$ cat config.mk
export PLATFORM = sky130hd
export DESIGN_NAME = dmc_device_flat
export DESIGN_NICKNAME = d
export VERILOG_FILES = /design/src/logic/dmc_pkg.sv /design/src/logic/dmc_if.sv /design/src/logic/dmc_device.sv /design/src/flat_wrapper.sv
export SDC_FILE = /design/constraint.sdc
export NUM_CORES = 1
export LEC_CHECK = 0
export BUFFER_PORTS_ARGS = -buffer_cell sky130_fd_sc_hd__buf_4
export CORE_MARGIN = 4
export CORE_UTILIZATION = 55
export CTS_CLUSTER_SIZE = 10
export DETAILED_ROUTE_END_ITERATION = 10
export GPL_ROUTABILITY_DRIVEN = 0
export GPL_TIMING_DRIVEN = 0
export MAX_ROUTING_LAYER = met4
export PLACE_DENSITY = 0.76
export SYNTH_ARGS = -nofsm -noshare
export SYNTH_HDL_FRONTEND = slang
export SYNTH_SLANG_ARGS = --single-unit
$ cat constraint.sdc
create_clock -name clock -period 3.5 [get_ports clock]
set_input_delay 0.875 -clock clock [delete_from_list [all_inputs] [get_ports clock]]
set_output_delay 0.875 -clock clock [all_outputs]
set_load 0.05 [all_outputs]
$ cat src/logic/dmc_pkg.sv
`default_nettype none
package dmc_pkg;
    localparam int CLOCK_MHZ = 25;
    localparam int CLOCK_PERIOD_NS = 40;
    // Conversion time limit in nanoseconds.
    localparam int CONV_MAX_NS = 8100;
    localparam int CONV_MAX_CYCLES = CONV_MAX_NS / CLOCK_PERIOD_NS;
    // Busy rise limit in nanoseconds.
    localparam int BUSY_RISE_NS = 200;
    localparam int BUSY_RISE_CYCLES = BUSY_RISE_NS / CLOCK_PERIOD_NS;
    // Result lead before busy falls, least time.
    localparam int RESULT_LEAD_NS = 500;
    localparam int RESULT_LEAD_CYCLES =
        (RESULT_LEAD_NS + CLOCK_PERIOD_NS - 1) / CLOCK_PERIOD_NS;
    // Host setup and pulse width, least time.
    localparam int HOST_SETUP_NS = 50;
    localparam int HOST_SETUP_CYCLES =
        (HOST_SETUP_NS + CLOCK_PERIOD_NS - 1) / CLOCK_PERIOD_NS;
    localparam int RESULT_BITS = 12;
    localparam int UPPER_BITS = 8;
    localparam int LOWER_BITS = 4;
    localparam int CHANNELS = 8;
    localparam int ADDR_BITS = 3;
    // Idle pin levels: read/convert, chip select and latch high.
    localparam logic [7:0] PIN_IDLE = 8'hC2;
    localparam logic [2:0] ADDR_RESET = 3'h0;
    localparam logic [11:0] RESULT_RESET = 12'h000;
    // Cycles spent resolving the first successive-approximation bit; later bits take 16.
    localparam int BIT_CYCLES = 10;
    localparam int CONV_CYCLES = RESULT_BITS * BIT_CYCLES + RESULT_LEAD_CYCLES;
    typedef enum logic [2:0] {
        DMC_IDLE = 3'b001,
        DMC_SAR = 3'b010,
        DMC_HOLD = 3'b100
    } dmc_state_t;
endpackage
`default_nettype wire

$ cat src/logic/dmc_if.sv
`default_nettype none
interface dmc_if;
    import dmc_pkg::*;
    logic read_convert;
    logic chip_select_n;
    logic chip_enable;
    logic nibble_select;
    logic channel_addr_bit0;
    logic channel_addr_bit1;
    logic channel_addr_bit2;
    logic addr_latch;
    logic mux_deselect;
    logic busy;
    logic [11:0] data_out;
    logic [11:0] data_oe;
    modport device (
        input read_convert, chip_select_n, chip_enable, nibble_select,
        input channel_addr_bit0, channel_addr_bit1, channel_addr_bit2,
        input addr_latch, mux_deselect,
        output busy, data_out, data_oe
    );
    modport host (
        output read_convert, chip_select_n, chip_enable, nibble_select,
        output channel_addr_bit0, channel_addr_bit1, channel_addr_bit2,
        output addr_latch, mux_deselect,
        input busy, data_out, data_oe
    );
endinterface
`default_nettype wire

$ cat src/logic/dmc_device.sv
// Operation
// - Route one of eight inputs by address.
// - Latch falling edge captures address when enabled.
// - Latch low holds previous channel address.
// - Deselect high disconnects all eight inputs.
// - Host need not hold address after start.
// - Host should not change address during conversion.
// - Start enables conversion clock, clears SAR.
// - Running conversion ignores further start conditions.
// - New result hidden until conversion completes.
// - End flag stops clock, busy low, reads allowed.
// - Last of three start conditions starts conversion.
// - Host sets other conditions 50ns beforehand.
// - Host holds read/convert low 50ns minimum.
// - Read/convert low keeps data outputs floating.
// - Busy rises within 200ns, stays high.
// - Result latched 500ns before busy falls.
// - Drivers enabled only under four read conditions.
// - Host establishes read conditions 50ns before sampling.
// - Result returned as upper byte, lower nibble.
// - Select low gives MSBs, high gives LSBs.
// - Nibble change shows other part within 50ns.
// - Conversion finishes within 8.1 microseconds.
// - Offset binary, high level means one.
`default_nettype none
module dmc_device
    import dmc_pkg::*;
#(
    parameter int CONV_LEN = dmc_pkg::CONV_CYCLES
) (
    // Clock and reset.
    input wire logic clock,
    input wire logic nrst,
    // Pin side.
    dmc_if.device pins,
    // Analog sample source and mux control.
    input wire logic [11:0] sample_code,
    output logic [2:0] channel_sel,
    output logic channel_connect,
    output logic conversion_clock_en
);
    import dmc_pkg::*;

    // Three-stage synchronisers for the asynchronous control pins.
    // They reset to the idle pin levels, so no false edge follows reset.
    localparam int NSYNC = 8;
    logic [NSYNC-1:0] raw;
    logic [NSYNC-1:0] s1;
    logic [NSYNC-1:0] s2;
    logic [NSYNC-1:0] s3;
    logic [NSYNC-1:0] level;
    assign raw = {pins.read_convert, pins.chip_select_n, pins.chip_enable,
                  pins.channel_addr_bit2, pins.channel_addr_bit1,
                  pins.channel_addr_bit0, pins.addr_latch,
                  pins.mux_deselect};

    always_ff @(posedge clock or negedge nrst) begin
        if (!nrst) begin
            s1 <= PIN_IDLE;
            s2 <= PIN_IDLE;
            s3 <= PIN_IDLE;
        end else begin
            s1 <= raw;
            s2 <= s1;
            s3 <= s2;
        end
    end

    // A change counts only once the second and third stages agree.
    always_ff @(posedge clock or negedge nrst) begin
        if (!nrst) begin
            level <= PIN_IDLE;
        end else begin
            for (int i = 0; i < NSYNC; i++) begin
                if (s2[i] == s3[i]) begin
                    level[i] <= s3[i];
                end
            end
        end
    end

    logic rc;
    logic cs_n;
    logic ce;
    logic [2:0] addr;
    logic latch;
    logic desel;
    assign rc = level[7];
    assign cs_n = level[6];
    assign ce = level[5];
    assign addr = level[4:2];
    assign latch = level[1];
    assign desel = level[0];

    // Multiplexer address latch.
    logic latch_prev;
    logic [2:0] chan;
    logic deselected;
    always_ff @(posedge clock or negedge nrst) begin
        if (!nrst) begin
            latch_prev <= 1'b1;
            chan <= ADDR_RESET;
            deselected <= 1'b1;
        end else begin
            latch_prev <= latch;
            if (latch_prev && !latch) begin
                deselected <= desel;
                if (!desel) begin
                    chan <= addr;
                end
            end
            // Otherwise the address is held whatever the bus shows.
        end
    end
    assign channel_sel = chan;
    assign channel_connect = !deselected;

    // Start is the rising of the combined condition, whichever input
    // arrived last, including simultaneous changes.
    logic start_cond;
    logic start_prev;
    logic start;
    assign start_cond = !rc && !cs_n && ce;
    always_ff @(posedge clock or negedge nrst) begin
        if (!nrst) begin
            start_prev <= 1'b0;
        end else begin
            start_prev <= start_cond;
        end
    end
    assign start = start_cond && !start_prev;

    // Conversion sequencer.
    dmc_state_t state;
    logic [15:0] count;
    logic [3:0] bit_idx;
    logic [11:0] sar;
    logic [11:0] result;
    logic end_flag;

    always_ff @(posedge clock or negedge nrst) begin
        if (!nrst) begin
            state <= DMC_IDLE;
            count <= '0;
            bit_idx <= '0;
            sar <= RESULT_RESET;
            end_flag <= 1'b0;
        end else begin
            end_flag <= 1'b0;
            case (state)
                DMC_IDLE: begin
                    if (start) begin
                        state <= DMC_SAR;
                        sar <= RESULT_RESET;
                        count <= '0;
                        bit_idx <= 4'(RESULT_BITS - 1);
                    end
                end
                DMC_SAR: begin
                    // Starts are not looked at here, so none can abort.
                    count <= count + 16'h0001;
                    if (count[3:0] == 4'(BIT_CYCLES - 1) ||
                        count == 16'(CONV_LEN - 1)) begin
                        // Each bit is copied straight from the offset-binary code.
                        sar[bit_idx] <= sample_code[bit_idx];
                    end
                    if (count == 16'(CONV_LEN - RESULT_LEAD_CYCLES - 1)) begin
                        state <= DMC_HOLD;
                        sar <= sample_code;
                    end else if (count[3:0] == 4'(BIT_CYCLES - 1)) begin
                        bit_idx <= bit_idx - 4'h1;
                    end
                end
                DMC_HOLD: begin
                    count <= count + 16'h0001;
                    // The flag ends the conversion one clock after it rises.
                    if (end_flag) begin
                        state <= DMC_IDLE;
                    end else if (count == 16'(CONV_LEN - 2)) begin
                        end_flag <= 1'b1;
                    end
                end
                default: begin
                    state <= DMC_IDLE;
                end
            endcase
        end
    end

    // The output latch takes the result a full lead before busy falls;
    // until then it still holds the previous conversion.
    always_ff @(posedge clock or negedge nrst) begin
        if (!nrst) begin
            result <= RESULT_RESET;
        end else if (state == DMC_SAR &&
                     count == 16'(CONV_LEN - RESULT_LEAD_CYCLES - 1)) begin
            result <= sample_code;
        end
    end

    assign pins.busy = (state != DMC_IDLE);
    assign conversion_clock_en = (state != DMC_IDLE);

    // Drive enable and nibble mux follow the pins directly: through the
    // synchroniser they would lag up to 160 ns, past the float and nibble
    // delays. Only the result itself comes from flip-flops.
    logic read_ok;
    assign read_ok = pins.read_convert && !pins.busy && pins.chip_enable &&
                     !pins.chip_select_n;
    assign pins.data_out = pins.nibble_select ? {8'h00, result[3:0]}
                                              : {4'h0, result[11:4]};
    assign pins.data_oe = read_ok ? 12'hFFF : 12'h000;
endmodule
`default_nettype wire

$ cat src/flat_wrapper.sv
// flat-port wrapper written by rule: the top's interface ports become plain ports
module dmc_device_flat import dmc_pkg::*;
#(
    parameter int CONV_LEN = dmc_pkg::CONV_CYCLES
)
  (clock, nrst, sample_code, channel_sel, channel_connect, conversion_clock_en, pins_read_convert, pins_chip_select_n, pins_chip_enable, pins_nibble_select, pins_channel_addr_bit0, pins_channel_addr_bit1, pins_channel_addr_bit2, pins_addr_latch, pins_mux_deselect, pins_busy, pins_data_out, pins_data_oe);
  dmc_if pins_i ();
  input wire logic clock;
  input wire logic nrst;
  input wire logic [11:0] sample_code;
  output logic [2:0] channel_sel;
  output logic channel_connect;
  output logic conversion_clock_en;
  input wire logic [$bits(pins_i.read_convert)-1:0] pins_read_convert;
  input wire logic [$bits(pins_i.chip_select_n)-1:0] pins_chip_select_n;
  input wire logic [$bits(pins_i.chip_enable)-1:0] pins_chip_enable;
  input wire logic [$bits(pins_i.nibble_select)-1:0] pins_nibble_select;
  input wire logic [$bits(pins_i.channel_addr_bit0)-1:0] pins_channel_addr_bit0;
  input wire logic [$bits(pins_i.channel_addr_bit1)-1:0] pins_channel_addr_bit1;
  input wire logic [$bits(pins_i.channel_addr_bit2)-1:0] pins_channel_addr_bit2;
  input wire logic [$bits(pins_i.addr_latch)-1:0] pins_addr_latch;
  input wire logic [$bits(pins_i.mux_deselect)-1:0] pins_mux_deselect;
  output wire logic [$bits(pins_i.busy)-1:0] pins_busy;
  output wire logic [$bits(pins_i.data_out)-1:0] pins_data_out;
  output wire logic [$bits(pins_i.data_oe)-1:0] pins_data_oe;
  assign pins_i.read_convert = pins_read_convert;
  assign pins_i.chip_select_n = pins_chip_select_n;
  assign pins_i.chip_enable = pins_chip_enable;
  assign pins_i.nibble_select = pins_nibble_select;
  assign pins_i.channel_addr_bit0 = pins_channel_addr_bit0;
  assign pins_i.channel_addr_bit1 = pins_channel_addr_bit1;
  assign pins_i.channel_addr_bit2 = pins_channel_addr_bit2;
  assign pins_i.addr_latch = pins_addr_latch;
  assign pins_i.mux_deselect = pins_mux_deselect;
  assign pins_busy = pins_i.busy;
  assign pins_data_out = pins_i.data_out;
  assign pins_data_oe = pins_i.data_oe;
  dmc_device #(.CONV_LEN(CONV_LEN)) u_core (.clock(clock), .nrst(nrst), .pins(pins_i), .sample_code(sample_code), .channel_sel(channel_sel), .channel_connect(channel_connect), .conversion_clock_en(conversion_clock_en));
endmodule
# --- After elaboration in Yosys (flattened, before gate mapping) ---
# Cells that the tools add are included.
classes:
  mux: 11
  reduce_logical: 20
  n_bitwise: 1
  addsub: 1
  eq_ne: 17
op_table:
  columns: ["operator", "count"]
  rows:
  - ["one-hot mux 16 bit (2 select lines)", 1]
  - ["adder 16 x 1 -> 16 bit, second input constant", 1]
  - ["== test 16 x 7 -> 1 bit, second input constant", 1]
  - ["== test 16 x 8 -> 1 bit, second input constant", 1]
  - ["two-way mux 16 bit", 1]
  - ["two-way mux 12 bit", 1]
  - ["two-way mux 3 bit", 3]
  - ["one-hot mux 3 bit (3 select lines)", 1]
  - ["== test 1 bit", 8]
  - ["logical AND 1 bit", 8]
  - ["two-way mux 8 bit", 1]
  - ["zero test 1 bit", 7]
  - ["!= test 2 x 1 -> 1 bit, second input constant", 3]
  - ["AND reduction 2 bit", 2]
  - ["== test 3 x 1 -> 1 bit, second input constant", 1]
  - ["== test 3 x 2 -> 1 bit, second input constant", 1]
  - ["== test 3 bit, second input constant", 1]
  - ["two-way mux 1 bit", 3]
  - ["!= test 3 x 1 -> 1 bit, second input constant", 1]
  - ["AND reduction 3 bit", 1]
  - ["nonzero test 2 bit", 1]
  - ["OR reduction 2 bit", 1]
  - ["inverter 1 bit", 1]
word_totals:
  inputBits: 23
  register_bits: 70
  output_inout_bits: 30
  word_cells: 69

# --- Depth between registers and ports, before layout ---
# Gate-level depths: netlist (run 1).
depth:
  ltp_word: 6
  mapped_depth: 7

# --- Least setup slack after synthesis (run 1) ---
# OpenSTA, ideal clock, no wires.
synth_timing:
  kind: "register to output"
  startpoint: "register u_core.state[0]"
  endpoint: "output port pins_data_oe[0]"
  arrival_time_ps: 2338
  path_buffers: 2
  stages_incl_launch_ff: 5
  slack_ps: 287
  t_required_ps: 2625
  path_cell_list: "dfstp_2 clkbuf_1 nand2_1 nor3_1 buf_4"
synth_between:
  elab_chain_len: 6
synth_lines:
  columns: ["item", "line_no", "source"]
  rows:
  - ["start, declared", "dmc_device.sv:134", "dmc_state_t state;"]
  - ["start signal, assigned", "dmc_device.sv:143", "state <= DMC_IDLE;"]
  - ["start signal, assigned", "dmc_device.sv:153", "state <= DMC_SAR;"]
  - ["start signal, assigned", "dmc_device.sv:168", "state <= DMC_HOLD;"]
  - ["!= test 3 x 1 -> 1 bit", null, null]
  - ["net conversion_clock_en", "flat_wrapper.sv:13", "output logic conversion_clock_en;"]
  - ["zero test 1 bit", "dmc_device.sv:208", "assign read_ok = pins.read_convert && !pins.busy && pins.chip_enable &&"]
  - ["logical AND 1 bit (3 in a row)", "dmc_device.sv:208", null]
  - ["net u_core.read_ok", "dmc_device.sv:207", "logic read_ok;"]
  - ["two-way mux 12 bit", "dmc_device.sv:212", "assign pins.data_oe = read_ok ? 12'hFFF : 12'h000;"]
  - ["end, declared", "flat_wrapper.sv:25", "output wire logic [$bits(pins_i.data_oe)-1:0] pins_data_oe;"]
# The timed path passes the listed nets, and every way through them passes these cells.

# --- Worst setup path after layout (run 1) ---
layout_timing:
  startpoint: "register u_core.state[0]"
  endpoint: "output port pins_data_oe[4]"
layout_between:
  elab_chain_len: 6
layout_lines:
  columns: ["item", "line_no", "source"]
  rows:
  - ["!= test 3 x 1 -> 1 bit", "dmc_device.sv:201", "assign pins.busy = (state != DMC_IDLE);"]
  - ["zero test 1 bit", "dmc_device.sv:208", null]
  - ["logical AND 1 bit (3 in a row)", "dmc_device.sv:208", null]
  - ["net u_core.read_ok", "dmc_device.sv:207", null]
  - ["two-way mux 12 bit", "dmc_device.sv:212", null]
# The timed path passes the listed nets, and every way through them passes these cells.

==> results.sh, run 1 <==
export IMPL_status="completed"
export IMPL_final_cell_mix="64 x buf_4, 55 x dfrtp_1, 19 x nand2_1"
export IMPL_fin_nets=333
export IMPL_peakVddDrop_uv=289
export IMPL_cts_hold_buf=0
export IMPL_fin_total_pwr_w=0.00183
export IMPL_firstDrtPassIters=4
export IMPL_worstPathRequired_ns=2.62
export IMPL_dp_hpwl_mm=3.93
export IMPL_cts_clk_slew_worst_paths_ns=0.08
export IMPL_end_kind="primary output"
export IMPL_synth_mux_area_share_pct=9.90
export IMPL_seqCellArea_um2=1770
export IMPL_syn_to_final_growth_pct=21.2
export IMPL_fin_area_um2=3670
export IMPL_cts_made_buffers=9
export IMPL_synth_main_ff_cell="dfrtp_1"
export IMPL_cts_tree="built"
export IMPL_finalHoldViolCount=0
export IMPL_syn_area_um2=3030
export IMPL_synth_edf_count=0
export IMPL_postCtsSetupBuffers=0
export IMPL_yosys_area_share_simple_pct=16.3
export IMPL_async_flop_share_pct=100
export IMPL_rsz0062_at_grt="no"
export IMPL_overflow=0
export IMPL_dieHeight_um=82.3
export IMPL_fp_coreArea_um2=5240
export IMPL_finalSetupViolCount=0
export IMPL_cts_max_path_buffers=2
export IMPL_synth_avg_cell_area_um2=12.2
export IMPL_finalCriticalPeriod_ns=3.16
export IMPL_antenna_cells=0
export IMPL_max_cap_violations=0
export IMPL_powerDensity_nw_per_um2=497
export IMPL_grtUsageMet2_pct=27.7
export IMPL_ys_ff_latch=70
export IMPL_fin_crit_sh_pct=90.4
export IMPL_gr_usage_met1_pct=24.5
export IMPL_synthAdderAreaFrac_pct=3.05
export IMPL_grt_use_total_pct=18.9
export IMPL_die_w_um=82.3
export IMPL_grt_pass1_wl_mm=9.18
export IMPL_antenna_left=0
export IMPL_path_max_fanout=12
export IMPL_grt_pass1_vias=1963
export IMPL_initial_core_util_pct=57.9
export IMPL_drv_slew=0
export IMPL_synthXorXnorAreaFrac_pct=0.289
export IMPL_netlist_instances=248
export IMPL_cts_root_buf="clkbuf_8"
export IMPL_final_common_cell="buf_4"
export IMPL_grt_max_degree=71
export IMPL_drive_above_1_share_pct=38.9
export IMPL_p_leak_nw=1.65
export IMPL_detail_route_wl_per_cell_um=14.7
export IMPL_wl_mm=5.65
export IMPL_start_kind="flop"
export IMPL_h_tree_depth=3
export IMPL_arrival_ns=2.29
export IMPL_min_path_type="flop to flop"
export IMPL_viasPerCell=5.30
export IMPL_antenna_found_initial=0
export IMPL_yosysUniqueCellTypes=39
export IMPL_drc=0
export IMPL_synth_compound_area_share_pct=5.82
export IMPL_ioPinCount=53
export IMPL_setup_tns_ns=0
export IMPL_max_freq_mhz=316
export IMPL_dieArea_um2=6770
export IMPL_clkLatencyLatePin_ns=0.35
export IMPL_drt_iter0_drc=95
export IMPL_place_area_um2=3480
export IMPL_cts_sinks=70
export IMPL_fillers=358
export IMPL_io_buffer_count=47
export IMPL_multi_input_area_um2=1100
export IMPL_num_vias=2037
export IMPL_finalClockSkew_ns=0.00638
export IMPL_slew_headroom_pct=41.6
export IMPL_worstMarginPinSlew_ns=0.870
export IMPL_ys_seq_area_share_pct=58.4
export IMPL_ys_warn_count=0
export IMPL_row_count=26
export IMPL_path_class="flop to primary output"
export IMPL_use_met3_pct=6.51
export IMPL_grt_busiest_layer="met2"
export IMPL_synth_top_family_by_area="simple AND/OR/NAND/NOR gates"
==> stage by stage <==
step | util, % | setup slack [ns] | hold slack, ns | instances
final | 70.2 | 0.336 | 0.353 | 384
after global routing | 70.2 | 0.103 | 0.356 | 384
after CTS | 70.0 | 0.142 | 0.354 | 384
after detailed placement | 66.5 | 0.130 | 0.336 | 368
after global placement | 66.5 | 0.300 | 0.332 | 368
after floorplan | - | 0.287 | 0.331 | 251
==> flip-flops by register name, indices dropped and copies added (netlist names) <==
| register | flops |
|---|---|
| u_core.s2 | 8 |
| u_core.deselected | 1 |
| u_core.s1 | 8 |
| u_core.count | 16 |
| u_core.level | 8 |
| u_core.state | 3 |
| u_core.s3 | 8 |
| u_core.start_prev | 1 |
| u_core.latch_prev | 1 |
| u_core.channel_sel | 3 |
| u_core.end_flag | 1 |
| u_core.result | 12 |
==> worst max-delay path: stages, from the launching register on <==
cell and delay, ns:
dfstp_2 0.58, clkbuf_1 0.33, nand2_1 0.22, nor3_4 0.44
buf_4 0.19, buf_4 0.19
==> layer usage <==
layer	share of wire (%)	vias to the layer above
met1	45	979
met4	0.81	0
li1	-	988
met3	7.2	7
met2	47	63
met5	0	-
==> path summary, 6_finish.rpt <==
path	from	endpoint	slack [ns]	cells past startpoint
max	u_core.state[0]	pins_data_oe[4]	0.34	5
min	u_core.s1[4]	u_core.s2[4]	0.35	0
max reg2reg	u_core.level[7]	u_core.count[9]	1.22	5
min reg2reg	u_core.s1[4]	u_core.s2[4]	0.35	0
max in group asynchronous	nrst	u_core.s3[5]	2.34	1
min in group asynchronous	nrst	u_core.s3[0]	0.62	1
==> cells in the mapped netlist (5+ instances only) <==
cell type   n  area, um2
nand4_1     5       31.3
or4_1      10       75.1
nor2b_1     8       50.1
nand2_1    19       71.3
nor3_1      6       30.0
buf_4      17        128
dfstp_2    15        394
clkbuf_1    7       26.3
o31ai_1     8       60.1
dfrtp_1    55       1380
mux2_4      9        135
nand3_1     7       35.0
mux2_2     12        135
nor2_1     10       37.5
nand2b_1    5       31.3
a21oi_1    10       50.1
maj3_1      8       80.1
==> power by group <==
part	switching (W)	internal, W
sequential	0.0000303	0.000871
clock	0.000322	0.000264
combinational	0.000220	0.000120
total	0.000572	0.00125
==> final cells by class <==
class / instances / area share (%)
clock inverter: 7 / 1.50
buffer: 27 / 4.77
sequential: 70 / 48.2
tap: 70 / 2.38
inverter: 3 / 0.306
multi-input combinational: 151 / 29.9
timing repair buffer: 47 / 9.60
clock buffer: 9 / 3.37
==> cells by family after synthesis <==
family          Yosys count
mux                      24
flops                    70
simple gates             85
other cells               1
compound gates           28
buf+inv                  30
xor+xnor                  1
fa+ha+maj                 9
==> what timing repair did <==
item,in CTS,in global routing
pin swaps,0,0
gates cloned,0,0
resized for setup,1,1
endpoints found under the setup margin,12,12
(Power assumes the default switching activity.)
==> inputs of run 2 (changes only) <==
--- a/config.mk
+++ b/config.mk
@@ -14,6 +14,7 @@
 export GPL_TIMING_DRIVEN = 0
 export MAX_ROUTING_LAYER = met4
 export PLACE_DENSITY = 0.76
+export REMOVE_ABC_BUFFERS = 1
 export SYNTH_ARGS = -nofsm -noshare
 export SYNTH_HDL_FRONTEND = slang
 export SYNTH_SLANG_ARGS = --single-unit
==> run 2 against run 1 <==
Wire length is 6.5% lower. Setup slack better by 0.11 ns. Largest power group unchanged. Critical path type unchanged. Clock skew about the same.
==> results.sh, run 2 (synthesis results as in run 1) <==
export IMPL_cts_tree="built"
export IMPL_regMostFlops="u_core.count"
export IMPL_ff2ff_setup_slack_ns=1.22
export IMPL_fin_crit_sh_pct=87.2
export IMPL_detail_route_wl_per_cell_um=14.7
export IMPL_postCtsSetupBuffers=0
export IMPL_overflow=0
export IMPL_drive_above_1_share_pct=36.0
export IMPL_min_path_type="flop to flop"
export IMPL_finalSetupViolCount=0
export IMPL_die_w_um=82.3
export IMPL_cts_sinks=70
export IMPL_initial_core_util_pct=57.9
export IMPL_grt_pass1_wl_mm=8.61
export IMPL_arrival_ns=2.18
export IMPL_grt_max_degree=71
export IMPL_cts_max_path_buffers=2
export IMPL_largest_registers="u_core.count: 16 flops, u_core.result: 12 flops"
export IMPL_cts_root_buf="clkbuf_8"
export IMPL_drt_iter0_drc=119
export IMPL_syn_to_final_growth_pct=16.0
export IMPL_finalCriticalPeriod_ns=3.05
export IMPL_powerDensity_nw_per_um2=517
export IMPL_dieHeight_um=82.3
export IMPL_p_leak_nw=1.55
export IMPL_slew_headroom_pct=43.0
export IMPL_rsz0062_at_grt="no"
export IMPL_setup_tns_ns=0
export IMPL_cts_resized=0
export IMPL_cts_clk_slew_worst_paths_ns=0.08
export IMPL_peakVddDrop_uv=425
export IMPL_final_cell_mix="55 x dfrtp_1, 49 x buf_4, 19 x nand2_1"
export IMPL_firstDrtPassIters=4
export IMPL_cts_made_buffers=9
export IMPL_dp_hpwl_mm=3.67
export IMPL_fillers=391
export IMPL_fin_total_pwr_w=0.00182
export IMPL_final_common_cell="dfrtp_1"
export IMPL_finalHoldViolCount=0
export IMPL_status="completed"
export IMPL_start_kind="flop"
export IMPL_grt_use_total_pct=17.5
export IMPL_viasPerCell=5.43
export IMPL_cts_hold_buf=0
export IMPL_dieArea_um2=6770
export IMPL_drc=0
export IMPL_max_cap_violations=0
export IMPL_row_count=26
export IMPL_wl_mm=5.28
export IMPL_worstPathRequired_ns=2.62
export IMPL_antenna_cells=0
export IMPL_worstMarginPinSlew_ns=0.850
export IMPL_io_buffer_count=48
export IMPL_pre_cts_ws_ns=0.425
export IMPL_path_class="flop to primary output"
export IMPL_finalClockSkew_ns=0.00647
export IMPL_drv_slew=0
export IMPL_antenna_found_initial=0
export IMPL_end_kind="primary output"
export IMPL_clkLatencyLatePin_ns=0.34
export IMPL_ioPinCount=53
export IMPL_num_vias=1950
export IMPL_grt_pass1_vias=1825
export IMPL_path_cells="nor2_1, nand2_1, nor3_2, buf_4"
export IMPL_antenna_left=0
export IMPL_slowest_delay_ns=0.53
export IMPL_fin_nets=308
export IMPL_max_freq_mhz=328
export IMPL_setup_slack_ns=0.449
export IMPL_h_tree_depth=3
export IMPL_fp_coreArea_um2=5240
export IMPL_fin_cells=359
export IMPL_crit_path_top_delay_cell="nor3_2"
export IMPL_largest_reg_flops=16
export IMPL_path_max_fanout=12
export IMPL_dp_cells=343
==> run 2: routing by layer <==
metal	global-route usage, %	routed length [um]
met4	8.31	70
met5	-	0
met3	4.45	306
met2	25.6	2480
met1	23.0	2420
==> run 2: cell type report <==
type / count / area, um2 / area share, %
sequential: 70 / 1770 / 50.3
multi-input combinational: 151 / 1090 / 31.1
timing repair buffer: 49 / 368 / 10.5
clock buffer: 9 / 124 / 3.52
tap: 70 / 87.6 / 2.49
clock inverter: 7 / 63.8 / 1.81
inverter: 3 / 11.3 / 0.320
==> run 2: critical path, delay by kind of cell (launching register included) <==
family | cells | cell delay [ns]
buf+inv | 1 | 0.31
simple gates | 3 | 1.03
flops | 1 | 0.49
==> run 2: report_power, final <==
group	switching (W)	total [W]	internal, W
sequential	0.0000341	0.000905	0.000871
clock	0.000329	0.000601	0.000273
combinational	0.000207	0.000313	0.000106
==> run 2: path summary, 6_finish.rpt <==
check                            startpoint                to  depth (start not counted)
setup / recovery            u_core.state[1]   pins_data_oe[1]                          4
hold / removal                 u_core.s1[4]      u_core.s2[4]                          0
setup reg to reg           u_core.count[10]  u_core.result[8]                          4
hold reg to reg                u_core.s1[4]      u_core.s2[4]                          0
max in group asynchronous              nrst  u_core.count[10]                          1
min in group asynchronous              nrst   u_core.level[5]                          1
==> run 2: stage by stage <==
stage               utilization, %  hold WS (ns)  instance area (um2)
floorplan                        -         0.331                 2870
global placement              63.3         0.332                 3320
detailed placement            63.5         0.336                 3320
CTS                           67.1         0.352                 3510
global route                  67.2         0.361                 3520
finish                        67.2         0.353                 3520
==> inputs of run 3 (changes only) <==
--- a/config.mk
+++ b/config.mk
@@ -6,14 +6,13 @@
 export NUM_CORES = 1
 export LEC_CHECK = 0
 export BUFFER_PORTS_ARGS = -buffer_cell sky130_fd_sc_hd__buf_4
-export CORE_MARGIN = 4
-export CORE_UTILIZATION = 55
+export CORE_UTILIZATION = 50
 export CTS_CLUSTER_SIZE = 10
 export DETAILED_ROUTE_END_ITERATION = 10
 export GPL_ROUTABILITY_DRIVEN = 0
 export GPL_TIMING_DRIVEN = 0
 export MAX_ROUTING_LAYER = met4
-export PLACE_DENSITY = 0.76
+export PLACE_DENSITY = 0.72
 export REMOVE_ABC_BUFFERS = 1
 export SYNTH_ARGS = -nofsm -noshare
 export SYNTH_HDL_FRONTEND = slang
==> constraint.sdc (replaced) <==
create_clock -name clock -period 2.8 [get_ports clock]
set_input_delay 0.7 -clock clock [delete_from_list [all_inputs] [get_ports clock]]
set_output_delay 0.7 -clock clock [all_outputs]
set_load 0.05 [all_outputs]
==> run 3 against run 2 <==
Via count up 1.7%. Combinational power up 26%. Global-route usage up 1.6 points. Largest power group unchanged.
==> results.sh, run 3 (synthesis results as in run 1) <==
export IMPL_status="completed"
export IMPL_dieArea_um2=6380
export IMPL_seqCellArea_um2=1770
export IMPL_whs_path_depth=0
export IMPL_end_kind="primary output"
export IMPL_postCtsSetupBuffers=0
export IMPL_cts_max_path_buffers=2
export IMPL_max_freq_mhz=375
export IMPL_firstDrtPassIters=4
export IMPL_drive_above_1_share_pct=36.3
export IMPL_initial_core_util_pct=51.5
export IMPL_cts_tree="built"
export IMPL_row_count=28
export IMPL_grt_pass1_vias=1884
export IMPL_fin_cells=364
export IMPL_largest_reg_flops=16
export IMPL_syn_to_final_growth_pct=16.5
export IMPL_hold_end="u_core.s2[5]"
export IMPL_hp_start="u_core.s1[5]"
export IMPL_ioPinCount=53
export IMPL_antenna_found_initial=0
export IMPL_cts_sinks=70
export IMPL_drt_iter0_drc=96
export IMPL_cts_clk_slew_worst_paths_ns=0.07
export IMPL_finalSetupViolCount=0
export IMPL_cts_made_buffers=9
export IMPL_r2r_end="u_core.result[8]"
export IMPL_fin_total_pwr_w=0.00227
export IMPL_grt_pass1_wl_mm=8.83
export IMPL_p_leak_nw=1.54
export IMPL_grt_max_degree=71
export IMPL_finalCriticalPeriod_ns=2.67
export IMPL_slew_headroom_pct=42.8
export IMPL_multi_input_area_um2=1120
export IMPL_fin_nets=308
export IMPL_antenna_left=0
export IMPL_dp_hpwl_mm=3.43
export IMPL_viasPerCell=5.45
export IMPL_r2r_start="u_core.count[10]"
export IMPL_dp_cells=347
export IMPL_drv_slew=0
export IMPL_h_tree_depth=3
export IMPL_max_cap_violations=0
export IMPL_overflow=0
export IMPL_largest_registers="u_core.count: 16 flops, u_core.result: 12 flops"
export IMPL_clkLatencyLatePin_ns=0.35
export IMPL_finalClockSkew_ns=0.00856
export IMPL_antenna_cells=0
export IMPL_path_max_fanout=10
export IMPL_wl_mm=5.32
export IMPL_num_vias=1983
export IMPL_regMostFlops="u_core.count"
export IMPL_fp_coreArea_um2=5890
export IMPL_arrival_ns=1.97
export IMPL_worstMarginPinSlew_ns=0.853
export IMPL_path_class="flop to primary output"
export IMPL_die_w_um=79.9
export IMPL_finalHoldViolCount=0
export IMPL_start_kind="flop"
export IMPL_final_common_cell="dfrtp_1"
export IMPL_cts_root_buf="clkbuf_8"
export IMPL_io_buffer_count=48
export IMPL_worstPathRequired_ns=2.10
export IMPL_detail_route_wl_per_cell_um=14.6
export IMPL_cts_hold_buf=0
export IMPL_dieHeight_um=79.9
export IMPL_rr_worst_depth=4
export IMPL_final_cell_mix="55 x dfrtp_1, 48 x buf_4, 19 x nand2_1"
export IMPL_drc=0
export IMPL_fin_crit_sh_pct=95.3
export IMPL_ff2ff_setup_slack_ns=0.46
export IMPL_min_path_type="flop to flop"
export IMPL_peakVddDrop_uv=447
export IMPL_powerDensity_nw_per_um2=642
export IMPL_grt_use_total_pct=19.2
export IMPL_fillers=487
==> run 3: critical path: stages (launching register included) <==
cell     delay (ns)
dfrtp_1        0.51
nor2_2         0.25
nand2_1        0.20
nor3_2         0.39
buf_4          0.27
==> run 3: worst max path at each step <==
stage	startpoint	endpoint	slack, ns	cells after the start
after floorplan	u_core.state[1]	pins_data_oe[0]	-11.36	3
after global routing	u_core.state[1]	pins_data_oe[1]	-0.002	4
final	u_core.state[1]	pins_data_oe[1]	0.13	4
after detailed placement	u_core.state[1]	pins_data_oe[4]	-0.05	4
after CTS	u_core.state[1]	pins_data_oe[4]	0.04	4
after global placement	u_core.state[1]	pins_data_oe[0]	0.04	4
==> run 3: power by group <==
| part | switching, W | total [W] | internal (W) |
|---|---|---|---|
| Clock | 0.000392 | 0.000745 | 0.000353 |
| Sequential | 0.0000430 | 0.00113 | 0.00109 |
| Combinational | 0.000261 | 0.000393 | 0.000132 |
| Total | 0.000697 | 0.00227 | 0.00157 |
==> run 3: cell type report <==
class                           instances  share of cell area (%)
Sequential cell                        70                    50.1
Tap cell                               75                    2.65
Clock buffer                           11                    4.00
Inverter                                3                   0.319
Clock inverter                          5                    1.17
Timing Repair Buffer                   48                    10.2
Multi-Input combinational cell        152                    31.6
==> run 3: per-layer routing <==
layer,GRT usage [%],wire (um)
met2,27.9,2510
met1,24.6,2440
met5,-,0
met4,11.6,110
met3,4.11,256
==> run 3: repair_timing <==
| action | CTS | global route |
|---|---|---|
| cloned | 0 | 1 |
| setup endpoints to repair | 12 | 12 |
| gates resized for setup | 2 | 1 |
| pin swaps | 0 | 1 |
==> run 3: through the flow <==
step           TNS [ns]  utilization [%]  worst slack, ns  hold slack (ns)  instance area (um2)
2_1_floorplan   -136.37                -           -11.36            0.331                 2870
6_report              0             60.1            0.132            0.355                 3530
4_1_cts               0             59.8           0.0414            0.359                 3520
3_3_place_gp          0             56.5           0.0365            0.332                 3320
5_1_grt        -0.00182             60.1         -0.00182            0.364                 3530
3_5_place_dp     -0.617             56.5          -0.0537            0.337                 3330
